[src/common/lwc_pkg.sv]
// constants and types shared by the lin mode and wake-up control block
package lwc_pkg;
  // counter width, wide enough for the dominant time-out count
  localparam int unsigned CNT_W = 22;

  // reference clock period
  localparam int unsigned CLK_PERIOD_NS = 20;

  // least transmit-high time that releases the driver (longer than 10 us)
  localparam int unsigned TX_HIGH_NS  = 10000;
  localparam int unsigned TX_HIGH_CYC = (TX_HIGH_NS + CLK_PERIOD_NS - 1) / CLK_PERIOD_NS;

  // least local wake high time that re-arms local wake (longer than 6 us)
  localparam int unsigned WAKE_REARM_NS  = 6000;
  localparam int unsigned WAKE_REARM_CYC =
    (WAKE_REARM_NS + CLK_PERIOD_NS - 1) / CLK_PERIOD_NS;

  // transmit dominant time-out, 40 ms
  localparam int unsigned DOM_TIMEOUT_MS  = 40;
  localparam int unsigned DOM_TIMEOUT_CYC = DOM_TIMEOUT_MS * 1000000 / CLK_PERIOD_NS;

  // filter counts with no printed figure, plain defaults
  localparam int unsigned WAKE_FILT_CYC  = 1000;
  localparam int unsigned BUS_FILT_CYC   = 1000;
  localparam int unsigned MON_CYC        = 4000;
  localparam int unsigned BUS_REARM_CYC  = 100;
  localparam int unsigned SLEEP_FILT_CYC = 100;
  localparam int unsigned NORM_FILT_CYC  = 100;

  // event fifo shape
  localparam int unsigned EVT_DEPTH = 32;

  // operating modes
  typedef enum logic [1:0] {
    MODE_SLEEP,
    MODE_FAILSAFE,
    MODE_NORMAL
  } lwc_mode_t;

  // cause of a departure from sleep
  typedef enum logic [1:0] {
    SRC_REMOTE,
    SRC_LOCAL,
    SRC_SUPPLY
  } lwc_src_t;

  // wake event record handed to the host side
  typedef struct packed {
    lwc_src_t src;
    logic     to_normal;
  } lwc_evt_t;
endpackage

[src/verilog/lwc_mode_wake.sv]
// lin transceiver mode sequencing, wake filtering and wake event fifo

// small fifo holding wake event records
module lwc_fifo #(
  parameter int unsigned WIDTH = 3,
  parameter int unsigned DEPTH = 32
) (
  input  wire logic             ref_clk,
  input  wire logic             resetn,
  input  wire logic             in_valid,
  output logic                  in_ready,
  input  wire logic [WIDTH-1:0] in_data,
  output logic                  out_valid,
  input  wire logic             out_ready,
  output logic      [WIDTH-1:0] out_data
);
  localparam int unsigned AW = $clog2(DEPTH);

  logic [WIDTH-1:0] mem [DEPTH];
  logic [AW:0]      wr_q;
  logic [AW:0]      rd_q;
  logic             push;
  logic             pop;

  // extra pointer bit tells full from empty
  assign in_ready  = (wr_q[AW-1:0] != rd_q[AW-1:0]) || (wr_q[AW] == rd_q[AW]);
  assign out_valid = (wr_q != rd_q);
  assign push      = in_valid && in_ready;
  assign pop       = out_valid && out_ready;
  assign out_data  = mem[rd_q[AW-1:0]];

  // pointers
  always_ff @(posedge ref_clk or negedge resetn) begin
    if (!resetn) begin
      wr_q <= '0;
      rd_q <= '0;
    end else begin
      if (push) wr_q <= wr_q + 1'b1;
      if (pop) rd_q <= rd_q + 1'b1;
    end
  end

  // storage needs no reset, empty pointers hide it
  always_ff @(posedge ref_clk) begin
    if (push) mem[wr_q[AW-1:0]] <= in_data;
  end
endmodule

// mode and wake-up control top
module lwc_mode_wake #(
  parameter bit          TIMEOUT_EN      = 1'b1,
  parameter int unsigned DOM_TIMEOUT_CYC = lwc_pkg::DOM_TIMEOUT_CYC,
  parameter int unsigned WAKE_FILT_CYC   = lwc_pkg::WAKE_FILT_CYC,
  parameter int unsigned BUS_FILT_CYC    = lwc_pkg::BUS_FILT_CYC,
  parameter int unsigned MON_CYC         = lwc_pkg::MON_CYC,
  parameter int unsigned BUS_REARM_CYC   = lwc_pkg::BUS_REARM_CYC,
  parameter int unsigned SLEEP_FILT_CYC  = lwc_pkg::SLEEP_FILT_CYC,
  parameter int unsigned NORM_FILT_CYC   = lwc_pkg::NORM_FILT_CYC,
  parameter int unsigned EVT_DEPTH       = lwc_pkg::EVT_DEPTH
) (
  input  wire logic              ref_clk,
  input  wire logic              resetn,
  input  wire logic              tx_in,
  output logic                   txd_out,
  output logic                   txd_oe_n,
  output logic                   txd_weak_pd,
  input  wire logic              mode_sel_in,
  input  wire logic              wake_sw_n,
  input  wire logic              bus_dominant,
  input  wire logic              pre_wake_low_level,
  input  wire logic              pre_wake_high_level,
  input  wire logic              supply_ok,
  input  wire logic              over_temp,
  input  wire logic              temp_cooled,
  output logic                   rxd_out,
  output logic                   rxd_oe_n,
  output logic                   bus_drive,
  output logic                   termination_on,
  output logic                   bus_receiver_on,
  output logic                   regulator_inhibit_out,
  output logic                   regulator_inhibit_oe_n,
  output lwc_pkg::lwc_mode_t     mode_out,
  output logic                   evt_valid,
  input  wire logic              evt_ready,
  output lwc_pkg::lwc_evt_t      evt_data
);
  localparam int unsigned CW = lwc_pkg::CNT_W;
  // whole block state
  typedef struct packed {
    lwc_pkg::lwc_mode_t mode;
    logic               en_f;
    logic [CW-1:0]      en_cnt;
    logic               rx_on;
    logic               rem_armed;
    logic               dom_seen;
    logic               long_dom;
    logic [CW-1:0]      mon_cnt;
    logic [CW-1:0]      bus_cnt;
    logic [CW-1:0]      hi_cnt;
    logic               loc_armed;
    logic [CW-1:0]      wk_cnt;
    logic [CW-1:0]      wkhi_cnt;
    logic               wake_req;
    logic               wake_local;
    logic               tx_en;
    logic [CW-1:0]      txhi_cnt;
    logic               dom_to;
    logic [CW-1:0]      dom_cnt;
    logic               ot_off;
    logic               evt_pend;
    lwc_pkg::lwc_evt_t  evt;
    logic               rxd_low;
    logic               drive;
    logic               inh_on;
    logic               strong_pd;
    logic               weak_pd;
    logic               term_on;
  } lwc_state_t;

  lwc_state_t st_q;
  lwc_state_t st_d;
  logic       fifo_in_ready;
  logic       en_rise;
  logic       en_fall;
  logic       remote_wake;
  logic       local_wake;
  // saturating count so long levels never wrap
  function automatic logic [CW-1:0] sat_inc(input logic [CW-1:0] v);
    sat_inc = (&v) ? v : v + 1'b1;
  endfunction

  always_comb begin
    st_d        = st_q;
    en_rise     = 1'b0;
    en_fall     = 1'b0;
    remote_wake = 1'b0;
    local_wake  = 1'b0;
    // mode-select filter, own time for each direction
    if (mode_sel_in != st_q.en_f) begin
      st_d.en_cnt = sat_inc(st_q.en_cnt);
      if (st_d.en_cnt >= (st_q.en_f ? SLEEP_FILT_CYC : NORM_FILT_CYC)) begin
        st_d.en_f   = mode_sel_in;
        st_d.en_cnt = '0;
        en_rise     = mode_sel_in;
        en_fall     = !mode_sel_in;
      end
    end else begin
      st_d.en_cnt = '0;
    end
    // thermal switch-off held until the cooled comparator reports
    if (over_temp) begin
      st_d.ot_off = 1'b1;
    end else if (temp_cooled) begin
      st_d.ot_off = 1'b0;
    end
    // transmit high and low run lengths
    st_d.txhi_cnt = tx_in ? sat_inc(st_q.txhi_cnt) : '0;
    st_d.dom_cnt  = tx_in ? '0 : sat_inc(st_q.dom_cnt);
    if (TIMEOUT_EN && st_q.dom_cnt >= DOM_TIMEOUT_CYC) begin
      st_d.dom_to = 1'b1;
    end else if (st_q.txhi_cnt >= lwc_pkg::TX_HIGH_CYC) begin
      st_d.dom_to = 1'b0;
    end
    // local wake re-arm after a long enough high
    if (wake_sw_n) begin
      st_d.wk_cnt   = '0;
      st_d.wkhi_cnt = sat_inc(st_q.wkhi_cnt);
      if (st_q.wkhi_cnt >= lwc_pkg::WAKE_REARM_CYC) st_d.loc_armed = 1'b1;
    end else begin
      st_d.wkhi_cnt = '0;
    end
    // remote wake re-arm after bus sits above pre-wake high
    if (pre_wake_high_level && !st_q.rem_armed) begin
      st_d.hi_cnt = sat_inc(st_q.hi_cnt);
      if (st_q.hi_cnt >= BUS_REARM_CYC) st_d.rem_armed = 1'b1;
    end else begin
      st_d.hi_cnt = '0;
    end
    // event hand-off to the fifo, a new set below wins over this clear
    if (st_q.evt_pend && fifo_in_ready) st_d.evt_pend = 1'b0;
    unique case (st_q.mode)
      lwc_pkg::MODE_SLEEP: begin
        // local filter: low after an armed (high) period
        if (!wake_sw_n && st_q.loc_armed) begin
          st_d.wk_cnt = sat_inc(st_q.wk_cnt);
          if (st_q.wk_cnt >= WAKE_FILT_CYC) local_wake = 1'b1;
        end
        // receiver wakes on pre-wake low, monitor window starts
        if (!st_q.rx_on && !st_q.long_dom) begin
          if (pre_wake_low_level && st_q.rem_armed) begin
            st_d.rx_on   = 1'b1;
            st_d.mon_cnt = '0;
            st_d.bus_cnt = '0;
          end
        end else if (st_q.rx_on) begin
          st_d.mon_cnt = sat_inc(st_q.mon_cnt);
          if (bus_dominant) begin
            st_d.bus_cnt = sat_inc(st_q.bus_cnt);
            if (st_q.bus_cnt >= BUS_FILT_CYC) st_d.dom_seen = 1'b1;
          end else begin
            // rising edge after a filtered dominant is a wake
            if (st_q.dom_seen) remote_wake = 1'b1;
            st_d.bus_cnt  = '0;
            st_d.dom_seen = 1'b0;
          end
          if (!remote_wake && st_q.mon_cnt >= MON_CYC) begin
            // window over: receiver off either way
            st_d.rx_on    = 1'b0;
            st_d.dom_seen = 1'b0;
            if (bus_dominant) begin
              st_d.long_dom = 1'b1;
            end else begin
              st_d.rem_armed = 1'b0;
            end
          end
        end else if (!bus_dominant) begin
          // release of a long dominant or short goes straight to wake
          remote_wake   = 1'b1;
          st_d.long_dom = 1'b0;
        end
        // exits from sleep, undervoltage first
        if (!supply_ok) begin
          st_d.mode     = lwc_pkg::MODE_FAILSAFE;
          st_d.evt_pend = 1'b1;
          st_d.evt      = '{src: lwc_pkg::SRC_SUPPLY, to_normal: 1'b0};
        end else if (remote_wake || local_wake) begin
          st_d.mode       = lwc_pkg::MODE_FAILSAFE;
          st_d.wake_req   = 1'b1;
          st_d.wake_local = local_wake && !remote_wake;
          st_d.evt_pend   = 1'b1;
          st_d.evt.src    = local_wake && !remote_wake ? lwc_pkg::SRC_LOCAL
                                                        : lwc_pkg::SRC_REMOTE;
          st_d.evt.to_normal = 1'b0;
        end else if (st_d.en_f) begin
          st_d.mode     = lwc_pkg::MODE_NORMAL;
          st_d.tx_en    = 1'b0;
          st_d.txhi_cnt = '0;
          st_d.evt_pend = 1'b1;
          st_d.evt      = '{src: lwc_pkg::SRC_REMOTE, to_normal: 1'b1};
        end
        if (local_wake) st_d.loc_armed = 1'b0;
        if (st_d.mode != lwc_pkg::MODE_SLEEP) begin
          st_d.rx_on    = 1'b0;
          st_d.long_dom = 1'b0;
          st_d.dom_seen = 1'b0;
        end
      end
      lwc_pkg::MODE_FAILSAFE: begin
        // host confirms with a high mode-select; flags drop at once
        if (st_d.en_f) begin
          st_d.mode       = lwc_pkg::MODE_NORMAL;
          st_d.wake_req   = 1'b0;
          st_d.wake_local = 1'b0;
          st_d.tx_en      = 1'b0;
          st_d.txhi_cnt   = '0;
        end
      end
      lwc_pkg::MODE_NORMAL: begin
        // driver held off until transmit proves high
        if (st_q.txhi_cnt >= lwc_pkg::TX_HIGH_CYC) st_d.tx_en = 1'b1;
        // sleep on a filtered fall with transmit high, bus ignored
        if (en_fall && tx_in) begin
          st_d.mode    = lwc_pkg::MODE_SLEEP;
          st_d.rx_on   = 1'b0;
          st_d.mon_cnt = '0;
          st_d.bus_cnt = '0;
          st_d.wk_cnt  = '0;
        end
      end
    endcase
    // pin controls, registered from the next mode
    st_d.term_on   = st_d.mode != lwc_pkg::MODE_SLEEP;
    st_d.inh_on    = st_d.mode != lwc_pkg::MODE_SLEEP && supply_ok;
    st_d.strong_pd = st_d.mode == lwc_pkg::MODE_FAILSAFE && st_d.wake_req
                     && st_d.wake_local;
    st_d.weak_pd   = st_d.mode == lwc_pkg::MODE_FAILSAFE && st_d.wake_req
                     && !st_d.wake_local;
    st_d.rxd_low   = (st_d.mode == lwc_pkg::MODE_FAILSAFE && st_d.wake_req)
                     || (st_d.mode == lwc_pkg::MODE_NORMAL && bus_dominant);
    // open transmit reads high through its pull-up, so a floating pin never drives
    st_d.drive     = st_d.mode == lwc_pkg::MODE_NORMAL && st_d.tx_en && !tx_in
                     && !st_d.dom_to && !st_d.ot_off && supply_ok;
  end

  // power-on lands in fail-safe with no wake flag
  always_ff @(posedge ref_clk or negedge resetn) begin
    if (!resetn) begin
      st_q           <= '0;
      st_q.mode      <= lwc_pkg::MODE_FAILSAFE;
      st_q.rem_armed <= 1'b1;
      st_q.term_on   <= 1'b1;
    end else begin
      st_q <= st_d;
    end
  end

  // the fifo stalls the pending record; a newer event overwrites one still waiting
  lwc_fifo #(
    .WIDTH($bits(lwc_pkg::lwc_evt_t)),
    .DEPTH(EVT_DEPTH)
  ) u_evt_fifo (
    .ref_clk  (ref_clk),
    .resetn   (resetn),
    .in_valid (st_q.evt_pend),
    .in_ready (fifo_in_ready),
    .in_data  (st_q.evt),
    .out_valid(evt_valid),
    .out_ready(evt_ready),
    .out_data (evt_data)
  );

  // pins; open-drain style enables are low while driving
  assign txd_out                = 1'b0;
  assign txd_oe_n               = !st_q.strong_pd;
  assign txd_weak_pd            = st_q.weak_pd;
  assign rxd_out                = 1'b0;
  assign rxd_oe_n               = !st_q.rxd_low;
  assign bus_drive              = st_q.drive;
  assign termination_on         = st_q.term_on;
  assign bus_receiver_on        = st_q.rx_on || st_q.mode != lwc_pkg::MODE_SLEEP;
  assign regulator_inhibit_out  = 1'b1;
  assign regulator_inhibit_oe_n = !st_q.inh_on;
  assign mode_out               = st_q.mode;
endmodule

[config.mk]
export PLATFORM = sky130hd
export DESIGN_NAME = lwc_mode_wake
export DESIGN_NICKNAME = d
export VERILOG_FILES = /design/src/common/lwc_pkg.sv /design/src/verilog/lwc_mode_wake.sv
export SDC_FILE = /design/constraint.sdc
export NUM_CORES = 1
export LEC_CHECK = 0
export ABC_CLOCK_PERIOD_IN_PS = 8029
export BUFFER_PORTS_ARGS = -buffer_cell sky130_fd_sc_hd__buf_4
export CAP_MARGIN = 0
export CELL_PAD_IN_SITES_DETAIL_PLACEMENT = 1
export CELL_PAD_IN_SITES_GLOBAL_PLACEMENT = 1
export CORE_ASPECT_RATIO = 0.6
export CORE_UTILIZATION = 55
export DETAILED_ROUTE_END_ITERATION = 6
export PLACE_DENSITY = 0.85
export REMOVE_ABC_BUFFERS = 1
export SETUP_SLACK_MARGIN = 0.2
export SYNTH_ARGS = -nofsm -noshare
export SYNTH_HDL_FRONTEND = slang
export SYNTH_SLANG_ARGS = --single-unit
[constraint.sdc]
create_clock -name ref_clk -period 8.03 [get_ports ref_clk]
set_input_delay 1.2045 -clock ref_clk [delete_from_list [all_inputs] [get_ports ref_clk]]
set_output_delay 1.2045 -clock ref_clk [all_outputs]
set_load 0.05 [all_outputs]
==> results of run 1 <==
synthesized netlist by cell type, types with 24 or more instances:
cell type,n,area share [%]
dfrtp_1,208,34
o21ai_0,99,3.3
edfxtp_1,96,19
nand2_1,106,2.6
nor2_1,193,4.8
nor3_1,24,0.79
o31ai_1,30,1.5
nand4_1,38,1.6
mux4_2,30,4.4
clkbuf_1,34,0.84
a21oi_1,42,1.4
and3_1,46,1.9
nand3_1,74,2.4
inv_1,44,1.1
xor2_1,53,3.0
xnor2_1,38,2.2
flip-flops by register name, summed over array words and instances (netlist names):
name and cells:
st_q 194, mode_out 2, u_evt_fifo.wr_q 6, termination_on 1, txd_weak_pd 1, u_evt_fifo.rd_q 6
bus_drive 1, u_evt_fifo.mem 96
routing by layer:
layer  up-vias  share of wire, %  global-route usage, %  wire, um
met3       102               6.9                  5.949      3111
met5         -                 0                      0         0
met1      6155                44                  45.42     19850
met2       482                47                  53.21     21140
li1       5235                 -                      -         -
met4         0               2.7                  10.23      1212
layout make-up:
class	instances	area, um^2
Fill cell	2830	10120
Sequential cell	307	8167
Multi-Input combinational cell	1042	6670
Clock buffer	39	813.3
Tap cell	360	450.4
Timing Repair Buffer	26	215.2
Clock inverter	15	210.2
Inverter	45	168.9
Antenna cell	3	7.507
power by group through the flow:
stage               logic [W]  clock network [W]  registers [W]
floorplan            0.000704                  0        0.00197
global placement      0.00101                  0        0.00201
detailed placement    0.00107                  0        0.00202
CTS                   0.00110            0.00152        0.00201
global route          0.00118            0.00157        0.00203
finish                0.00111            0.00151        0.00201
stage by stage:
stage                     std cells  instance area, um^2
after floorplan                1394                15010
after global placement         1780                15670
after detailed placement       1780                15670
after CTS                      1834                16690
after global routing           1837                16700
final                          1837                16700
cells by family after synthesis:
family | Yosys count
AOI/OAI and AO/OA | 253
xor gates and xnor gates | 91
adders and majority gates | 23
buffers and inverters | 107
DFF | 307
muxes | 43
other | 2
and+or+nand+nor | 614
cells in the final DEF, fill, tap and decap left out, types with 15 or more instances in the layout:
cell       netlist  layout
and2_1          19      19
nor2_1         193     193
o21ai_0         99      99
nand3_1         74      74
edfxtp_1        96      96
ha_1            23      23
nor4_1          18      18
buf_4            9      24
a31oi_1         22      22
or3_1           15      15
dfrtp_1        208     208
a21oi_1         42      42
xnor2_1         38      38
and3_1          46      46
nor3_1          24      24
clkbuf_16        0      29
nand2_1        106     106
mux4_2          30      30
o31ai_1         30      30
xor2_1          53      53
nand4_1         38      38
conb_1           2      18
inv_1           44      44
worst max-delay path: stages, from the launching register on:
cell	delay, ns
dfrtp_1	0.46
ha_1	0.38
nand4_1	0.41
nor4_1	0.72
and3_1	0.27
o211ai_1	0.12
a311o_4	0.46
o211a_4	0.31
o211ai_2	0.73
or2_2	0.51
o21ai_0	0.19
final timing paths:
kind | startpoint | endpoint | slack (ns) | cells after the start
max | st_q[174] | st_q[138] | 3.30 | 10
min | st_q[134] | st_q[134] | 0.49 | 1
max reg2reg | st_q[174] | st_q[138] | 3.30 | 10
min reg2reg | st_q[134] | st_q[134] | 0.49 | 1
max in group asynchronous | resetn | st_q[97] | 6.19 | 2
min in group asynchronous | resetn | st_q[12] | 0.65 | 1
==> summary.md, run 1 <==
| Metric | Value |
|---|---|
| Status | finished clean |
| GRT Residual Overflow | 0 |
| Post-synthesis simple-gate area fraction | 20.35% |
| Synth cell types | 79 |
| DRT antenna net count | 0 |
| Mux cell area share after synthesis | 5.366% |
| First-pass GRT wire length | between 70000 and 80000 um |
| Worst Setup Start Kind | flop |
| Htree depth | 1 |
| Seq/Total Area, Yosys | 53.63% |
| Syn avg cell area | 10.57 um^2 |
| PnR Total Power | 0.004635 W |
| Iter 0 DRT Violations | 1072 |
| RSZ-0062 raised after global routing | no |
| Largest net degree at the start of global routing | 123 |
| Root cell of the clock tree | clkbuf_16 |
| Pre-CTS WS | 3.543 ns |
| Seq pwr share | 43.4% |
| CTS Hold Bufs | 0 |
| Number of global-route vias before repair | 12435 |
| Clk sink count | between 300 and 400 |
| Core area | 0.02682 mm^2 |
| Layout cell share with drive strength beyond 1 | 9.498% |
| Setup TNS | 0 ns |
| Worst slew pin tran | 1.313 ns |
| Adder-cell share of the synthesized area | around 1.9% |
| Die ar. | 0.02838 mm^2 |
| Clk_lat worst skew | 0.60 ns |
| Largest family of logic cells by synthesized area | simple AND/OR/NAND/NOR gates |
| CTS tree | done |
| Max-slew violations | 0 |
| Kind of critical path | flop to flop |
| TritonCTS Buffers | 29 |
| Post-cts resize count | 0 |
| Synth Flop Type | dfrtp_1 |
| Pwr dens | 277.5 mW/mm^2 |
| Ys async rst share | 68.73% |
| Die Span Y | 130.9 um |
| HP Class | flop to flop |
| Minimum clock period | 4.732 ns |
| Routed via count | around 12000 |
| Internal power | 0.003015 W |
| Synth warn | 0 |
| EDFF count, synth | 96 |
| Post-detail-place hpwl | 27540 um |
| Post-CTS Setup Repair Bufs | 0 |
| # DRC | 0 |
| Final Skew | approximately 0.039 ns |
| Horiz. Die Dim | 216.8 um |
| Sw Ratio | a little over a third |
| IO Pins | 28 |
| Vias/cell | 6.518 |
| Total GRT Usage | 32.79% |
| RePlAce Congestion | roughly 0.86 |
| Fraction of the mapped netlist area in compound gates | 10.53% |
| Initial antenna violation count | 3 |
| Avg WL per Cell | 24.67 um |
| Post-synthesis register bit count | 307 |
| Port bufs | 24 |
| Peak VDD IR | roughly 0.24 mV |
| CP required | 8.46 ns |
| Static Leak | 6.622 nW |
| DR pass1 iterations | 6 |
| Core Util, Final | 62.27% |
| Synth Instances | 1440 |
| Final number of setup-violating endpoints | 0 |
| Setup ws final | around 3.3 ns |
| Final wirelength | 45320 um |
| Sw Pwr | around 0.0016 W |
| Peak Freq | 211.3 MHz |
| Synth Area in XOR/XNOR | 5.234% |
| Hold Slack | 0.4920 ns |
| Clock power share | 32.6% |
| CP max FO | 24 |
| Slew headroom | 12.45% |
| Netlist Area Pre-Place | 0.01523 mm^2 |
| Clock-pin transition on the worst setup and hold timing paths | 0.06 ns |
| Initial core utilization | a little under three fifths |
| Crit path DAT | 5.16 ns |
| Net count, final | 1486 |
| # rows | 46 |
| Setup crit end kind | flop |
| Comb power frac | 24.0% |
| Layout area overhead | 9.688% |
| Max-cap violation count | 0 |
| Clk buf depth | 3 |
| Crit share post-route | 58.93% |
| Final hold violations | 0 |
Note: power is estimated with default switching activity, not from simulation.
==> run 2, diff against run 1 <==
Settings changed: ABC_AREA from default to 1, ABC_CLOCK_PERIOD_IN_PS 8029 to 4300, CORE_UTILIZATION 55 to 44, PLACE_DENSITY 0.85 to 0.76.
Clock period 8.03 ns to 4.3 ns, I/O delays scaled along.
==> summary.md, run 2 <==
| Metric | Value |
|---|---|
| Ys async rst share | 68.73% |
| Horiz. Die Dim | 251.4 um |
| Setup crit end kind | output pin |
| Post-cts resize count | 0 |
| TritonCTS Buffers | 31 |
| CTS Hold Bufs | 0 |
| # rows | 54 |
| Peak Freq | 259.7 MHz |
| Commonest non-fill, non-tap cell in the layout | nand2_1 |
| Most frequent CP cell | o21ai_0 |
| Max-slew violations | 0 |
| Synth warn | 0 |
| Kind of critical path | flop to output pin |
| Max-cap violation count | 0 |
| Final number of setup-violating endpoints | 0 |
| Number of flip-flops in the largest register | around 190 |
| Htree depth | 1 |
| IO Pins | 28 |
| Crit path DAT | roughly 3.2 ns |
| Routed via count | 14245 |
| Status | finished clean |
| Initial antenna violation count | 0 |
| N_diodes | 0 |
| Clk_lat worst skew | around 0.58 ns |
| Layout area overhead | 11.24% |
| Net count, final | a little over 2000 |
| Placed inst area | roughly 0.017 mm^2 |
| Vias/cell | 5.549 |
| Netlist Area Pre-Place | 0.01642 mm^2 |
| Total GRT Usage | ~26% |
| Number of global-route vias before repair | between 10000 and 15000 |
| Worst path slowest cell | clkinv_1 |
| HP Class | primary input to async pin |
| Worst Setup Start Kind | flop |
| Layout cell share with drive strength beyond 1 | 6.738% |
| RePlAce Congestion | 0.8830 |
| Post-synthesis register bit count | 307 |
| CP max FO | 36 |
| Commonest cells in the netlist | nand2_1, nor2_1, inv_1 |
| Largest net degree at the start of global routing | 100 |
| EDFF count, synth | 96 |
| CTS tree | done |
| Core area | 0.03655 mm^2 |
| Avg WL per Cell | 18.74 um |
| Static Leak | 7.207 nW |
| Final wirelength | between 40000 and 50000 um |
| Minimum clock period | about 3.9 ns |
| First-pass GRT wire length | 78470 um |
| Die Span Y | roughly 150 um |
| # DRC | 0 |
| Post-CTS Setup Repair Bufs | 0 |
| Final Skew | 0.01239 ns |
| Synth cell types | 55 |
| Syn avg cell area | 8.194 um^2 |
| RSZ-0062 raised after global routing | no |
| Synth Instances | approximately 2000 |
| Crit share post-route | approximately nine tenths |
| Clk sink count | 307 |
| GRT Residual Overflow | 0 |
| Seq/Total Area, Yosys | 49.73% |
| Clock-pin transition on the worst setup and hold timing paths | 0.06 ns |
| Top-area cell type share of the netlist area | 31.70% |
| Most frequent cells in the layout | nand2_1, nor2_1, inv_1 |
| DRT antenna net count | 0 |
| Synth Flop Type | dfrtp_1 |
| Die ar. | 0.03812 mm^2 |
| CP required | 3.65 ns |
| Synth area leader | dfrtp_1 |
| Reg with most FFs | st_q |
| Post-detail-place hpwl | 34690 um |
| Final hold violations | 0 |
| Iter 0 DRT Violations | 985 |
| Pwr dens | 513.7 mW/mm^2 |
| Top-count cell post-synth | nand2_1 |
| Synth area leaders | dfrtp_1, edfxtp_1, nand2_1 |
| Peak VDD IR | 0.2993 mV |
| Setup TNS | 0 ns |
| Post-Layout Inst Area | between 0.015 and 0.02 mm^2 |
| Initial core utilization | 44.92% |
| Critical path cell sequence | clkinv_1 -> o21ai_0 -> o22ai_1 -> o211ai_1 -> nand3_1 -> o21ai_0 -> inv_1 -> buf_4 |
| Root cell of the clock tree | clkbuf_16 |
| Port bufs | 24 |
| Clk buf depth | 3 |
| DR pass1 iterations | 5 |
| Slew headroom | about 36% |
| Worst slew pin tran | 0.9468 ns |
| Max stage delay on crit path | approximately 0.74 ns |
## run 2: changes by cell type after synthesis, sizes merged, moves of 44 or more
cell,delta
nor3,+44
nand3,+45
o21ai,+51
and3,-45
nor2,+106
inv,+212
nand2,+249
a21oi,+63
## run 2: path summary, 6_finish.rpt
check	start	end	slack (ns)	depth (start not counted)
max	u_evt_fifo.rd_q[0]	evt_data[1]	0.45	8
min	resetn	st_q[174]	0.06	1
max reg2reg	st_q[174]	st_q[45]	0.67	16
min reg2reg	st_q[111]	st_q[111]	0.49	1
max in group asynchronous	resetn	termination_on	3.12	2
min in group ref_clk	temp_cooled	st_q[10]	0.30	2
## run 2: critical path: cells and delay by family (launching register included)
family / cells / cell delay [ns]
buffers and inverters: 3 / 0.99
AND/OR/NAND/NOR: 1 / 0.10
AO/OA/AOI/OAI: 4 / 1.17
flip-flops: 1 / 0.35
## run 2: layer usage
metal	part of all wire, %	up-vias	GRT usage [%]
li1	-	6810	-
met1	52	7079	40.98
met2	42	309	37.51
met3	4.9	47	3.194
met4	1.2	0	4.177
met5	0	-	0
## run 2: cells by family (layout without fill, tap and decap cells)
group / Yosys count / after routing / synth area share [%]
compound gates: 358 / 358 / 12.59
xor+xnor: 41 / 41 / 2.187
fa+ha+maj: 23 / 23 / 1.753
buf+inv: 316 / 359 / 7.635
flops: 307 / 307 / 49.73
other cells: 2 / 18 / 0.04573
simple gates: 957 / 957 / 26.06
## run 2: report_power, final
group | internal (W) | switching [W] | leakage [nW]
registers | 0.00331 | 0.000238 | 3.69
logic | 0.000676 | 0.00217 | 2.99
clock network | 0.00180 | 0.00120 | 0.528
total | 0.00578 | 0.00360 | 7.21
## run 2: area by class of cell
cell class,count,area [um^2]
Fill cell,4420,18290
Sequential cell,307,8167
Multi-Input combinational cell,1397,7064
Inverter,262,983.4
Clock buffer,37,798.3
Tap cell,504,630.6
Timing Repair Buffer,41,327.8
Clock inverter,19,295.3
## run 2: stage by stage
stage / hold slack (ns) / setup slack [ns] / instances / util [%] / power [W]
2_1_floorplan: 0.3494 / 0.6720 / 1966 / - / 0.005314
3_5_place_dp: 0.4806 / 0.7308 / 2511 / 46.98 / 0.006411
5_1_grt: 0.1358 / 0.2551 / 2567 / 49.97 / 0.009845
4_1_cts: 0.1072 / 0.4302 / 2567 / 49.97 / 0.009438
6_report: 0.06099 / 0.4500 / 2567 / 49.97 / 0.009383
3_3_place_gp: 0.4759 / 0.9154 / 2511 / 46.98 / 0.006308
==> run 3, diff against run 2 <==
Settings changed: PLACE_DENSITY 0.76 to 0.78.
==> summary.md, run 3 (synthesis gave the netlist of run 2 again) <==
| Metric | Value |
|---|---|
| Status | finished clean |
| Worst slew pin tran | 1.258 ns |
| Layout area overhead | 10.58% |
| Family with the most delay on the worst path | buffers and inverters |
| Pwr dens | 502.3 mW/mm^2 |
| Crit path DAT | 2.85 ns |
| Kind of critical path | flop to output pin |
| Worst path slowest cell | inv_1 |
| Core area | 0.03655 mm^2 |
| # rows | 54 |
| Horiz. Die Dim | roughly 250 um |
| Post-detail-place hpwl | 33690 um |
| RePlAce Congestion | 0.8906 |
| Root cell of the clock tree | clkbuf_16 |
| Setup crit end kind | output pin |
| Final number of setup-violating endpoints | 0 |
| RSZ-0062 raised after global routing | no |
| Number of flip-flops in the largest register | roughly 190 |
| Static Leak | 7.153 nW |
| HP Class | primary input to async pin |
| IO Pins | 28 |
| Routed via count | ~14000 |
| Internal power | ~0.0055 W |
| N_diodes | 0 |
| GRT Residual Overflow | 0 |
| Post-cts resize count | 0 |
| Final wirelength | 46960 um |
| Post-CTS Setup Repair Bufs | 0 |
| R2R Setup Slk | 0.90 ns |
| Initial antenna violation count | 0 |
| # DRC | 0 |
| Largest net degree at the start of global routing | 124 |
| Max stage delay on crit path | 0.65 ns |
| Die Span Y | roughly 150 um |
| Max-slew violations | 0 |
| Htree depth | 1 |
| Avg WL per Cell | 18.33 um |
| Vias/cell | 5.532 |
| PnR Total Power | 0.009121 W |
| Worst Setup Start Kind | flop |
| Max-cap violation count | 0 |
| DRT antenna net count | 0 |
| Clk buf depth | 3 |
| TritonCTS Buffers | 29 |
| Slew headroom | 16.12% |
| Most frequent cells in the layout | nand2_1, nor2_1, inv_1 |
| Seq pwr share | around two fifths |
| Clk_lat worst skew | 0.58 ns |
| Number of global-route vias before repair | roughly 14000 |
| CP max FO | 27 |
| First-pass GRT wire length | about 77000 um |
| Comb power frac | between 30% and 40% |
| Clock-pin transition on the worst setup and hold timing paths | 0.07 ns |
| Final Skew | 0.02429 ns |
| Crit share post-route | 81.29% |
| CTS Hold Bufs | 0 |
| Iter 0 DRT Violations | 956 |
| Clock power share | ~30% |
| CP Buf/Inv Count | 3 |
| Critical path cell sequence | inv_1 -> o21ai_0 -> o22ai_1 -> nand2_1 -> nand4_1 -> o21ai_0 -> inv_1 -> buf_4 |
| Reg with most FFs | st_q |
| Initial core utilization | 44.92% |
| Total GRT Usage | between 20% and 30% |
| CTS tree | done |
| Layout cell share with drive strength beyond 1 | 6.803% |
| Peak Freq | 286.1 MHz |
| Peak VDD IR | 0.2840 mV |
| Sw Ratio | 39.36% |
| Commonest non-fill, non-tap cell in the layout | nand2_1 |
| Clk sink count | 307 |
| CP required | 3.65 ns |
| Minimum clock period | 3.495 ns |
| Net count, final | a little over 2000 |
| Final hold violations | 0 |
| Port bufs | 24 |
| Setup TNS | 0 ns |
| DR pass1 iterations | 5 |
| Sw Pwr | 0.003590 W |
| Die ar. | approximately 0.038 mm^2 |
## run 3: cell count changes in the layout (fill, tap and decap cells not counted)
cell,change
clkinv_2,+1
clkbuf_1,-5
buf_4,-2
clkinvlp_4,+2
clkinv_1,-1
clkinv_4,+2
clkbuf_8,+3
bufinv_16,-5
## run 3: worst paths after layout
kind | startpoint | endpoint | cells after the start
max in group asynchronous | resetn | st_q[186] | 2
setup reg to reg | st_q[174] | st_q[153] | 18
setup / recovery | u_evt_fifo.rd_q[1] | evt_data[1] | 8
hold reg to reg | st_q[111] | st_q[111] | 1
min in group ref_clk | temp_cooled | st_q[10] | 2
hold / removal | resetn | st_q[135] | 1
## run 3: cell type report
class / instances / area [um^2]
flip-flops and latches: 307 / 8167
clock buffers: 35 / 820.8
inverters: 262 / 983.4
multi-input cells: 1397 / 7064
fillers: 4376 / 18400
well taps: 504 / 630.6
repair buffers: 39 / 312.8
clock inverters: 18 / 178.9
## run 3: routing by layer
| metal | vias to the layer above | part of all wire, % | global-route usage [%] |
|---|---|---|---|
| met4 | 0 | 1.5 | 3.994 |
| met1 | 7031 | 52 | 38.68 |
| li1 | 6804 | - | - |
| met5 | - | 0 | 0 |
| met3 | 54 | 4.5 | 3.075 |
| met2 | 283 | 42 | 37.47 |
## run 3: power by group through the flow
stage	Clock [W]	Combinational, W	Sequential [W]
final	0.00273	0.00283	0.00356
after global routing	0.00289	0.00312	0.00359
after CTS	0.00280	0.00284	0.00355
after detailed placement	0	0.00281	0.00361
after global placement	0	0.00271	0.00360
after floorplan	0	0.00168	0.00364
## run 3: through the flow
step,hold WS (ns),instances,util (%),setup slack [ns],area [um^2]
floorplan,0.3494,1966,-,0.6720,16210
CTS,0.2157,2562,49.67,0.8613,18160
global route,0.2238,2562,49.67,0.5196,18160
global placement,0.4744,2509,46.94,1.147,17160
detailed placement,0.4806,2509,46.94,0.9511,17160
finish,0.1388,2562,49.67,0.8046,18160
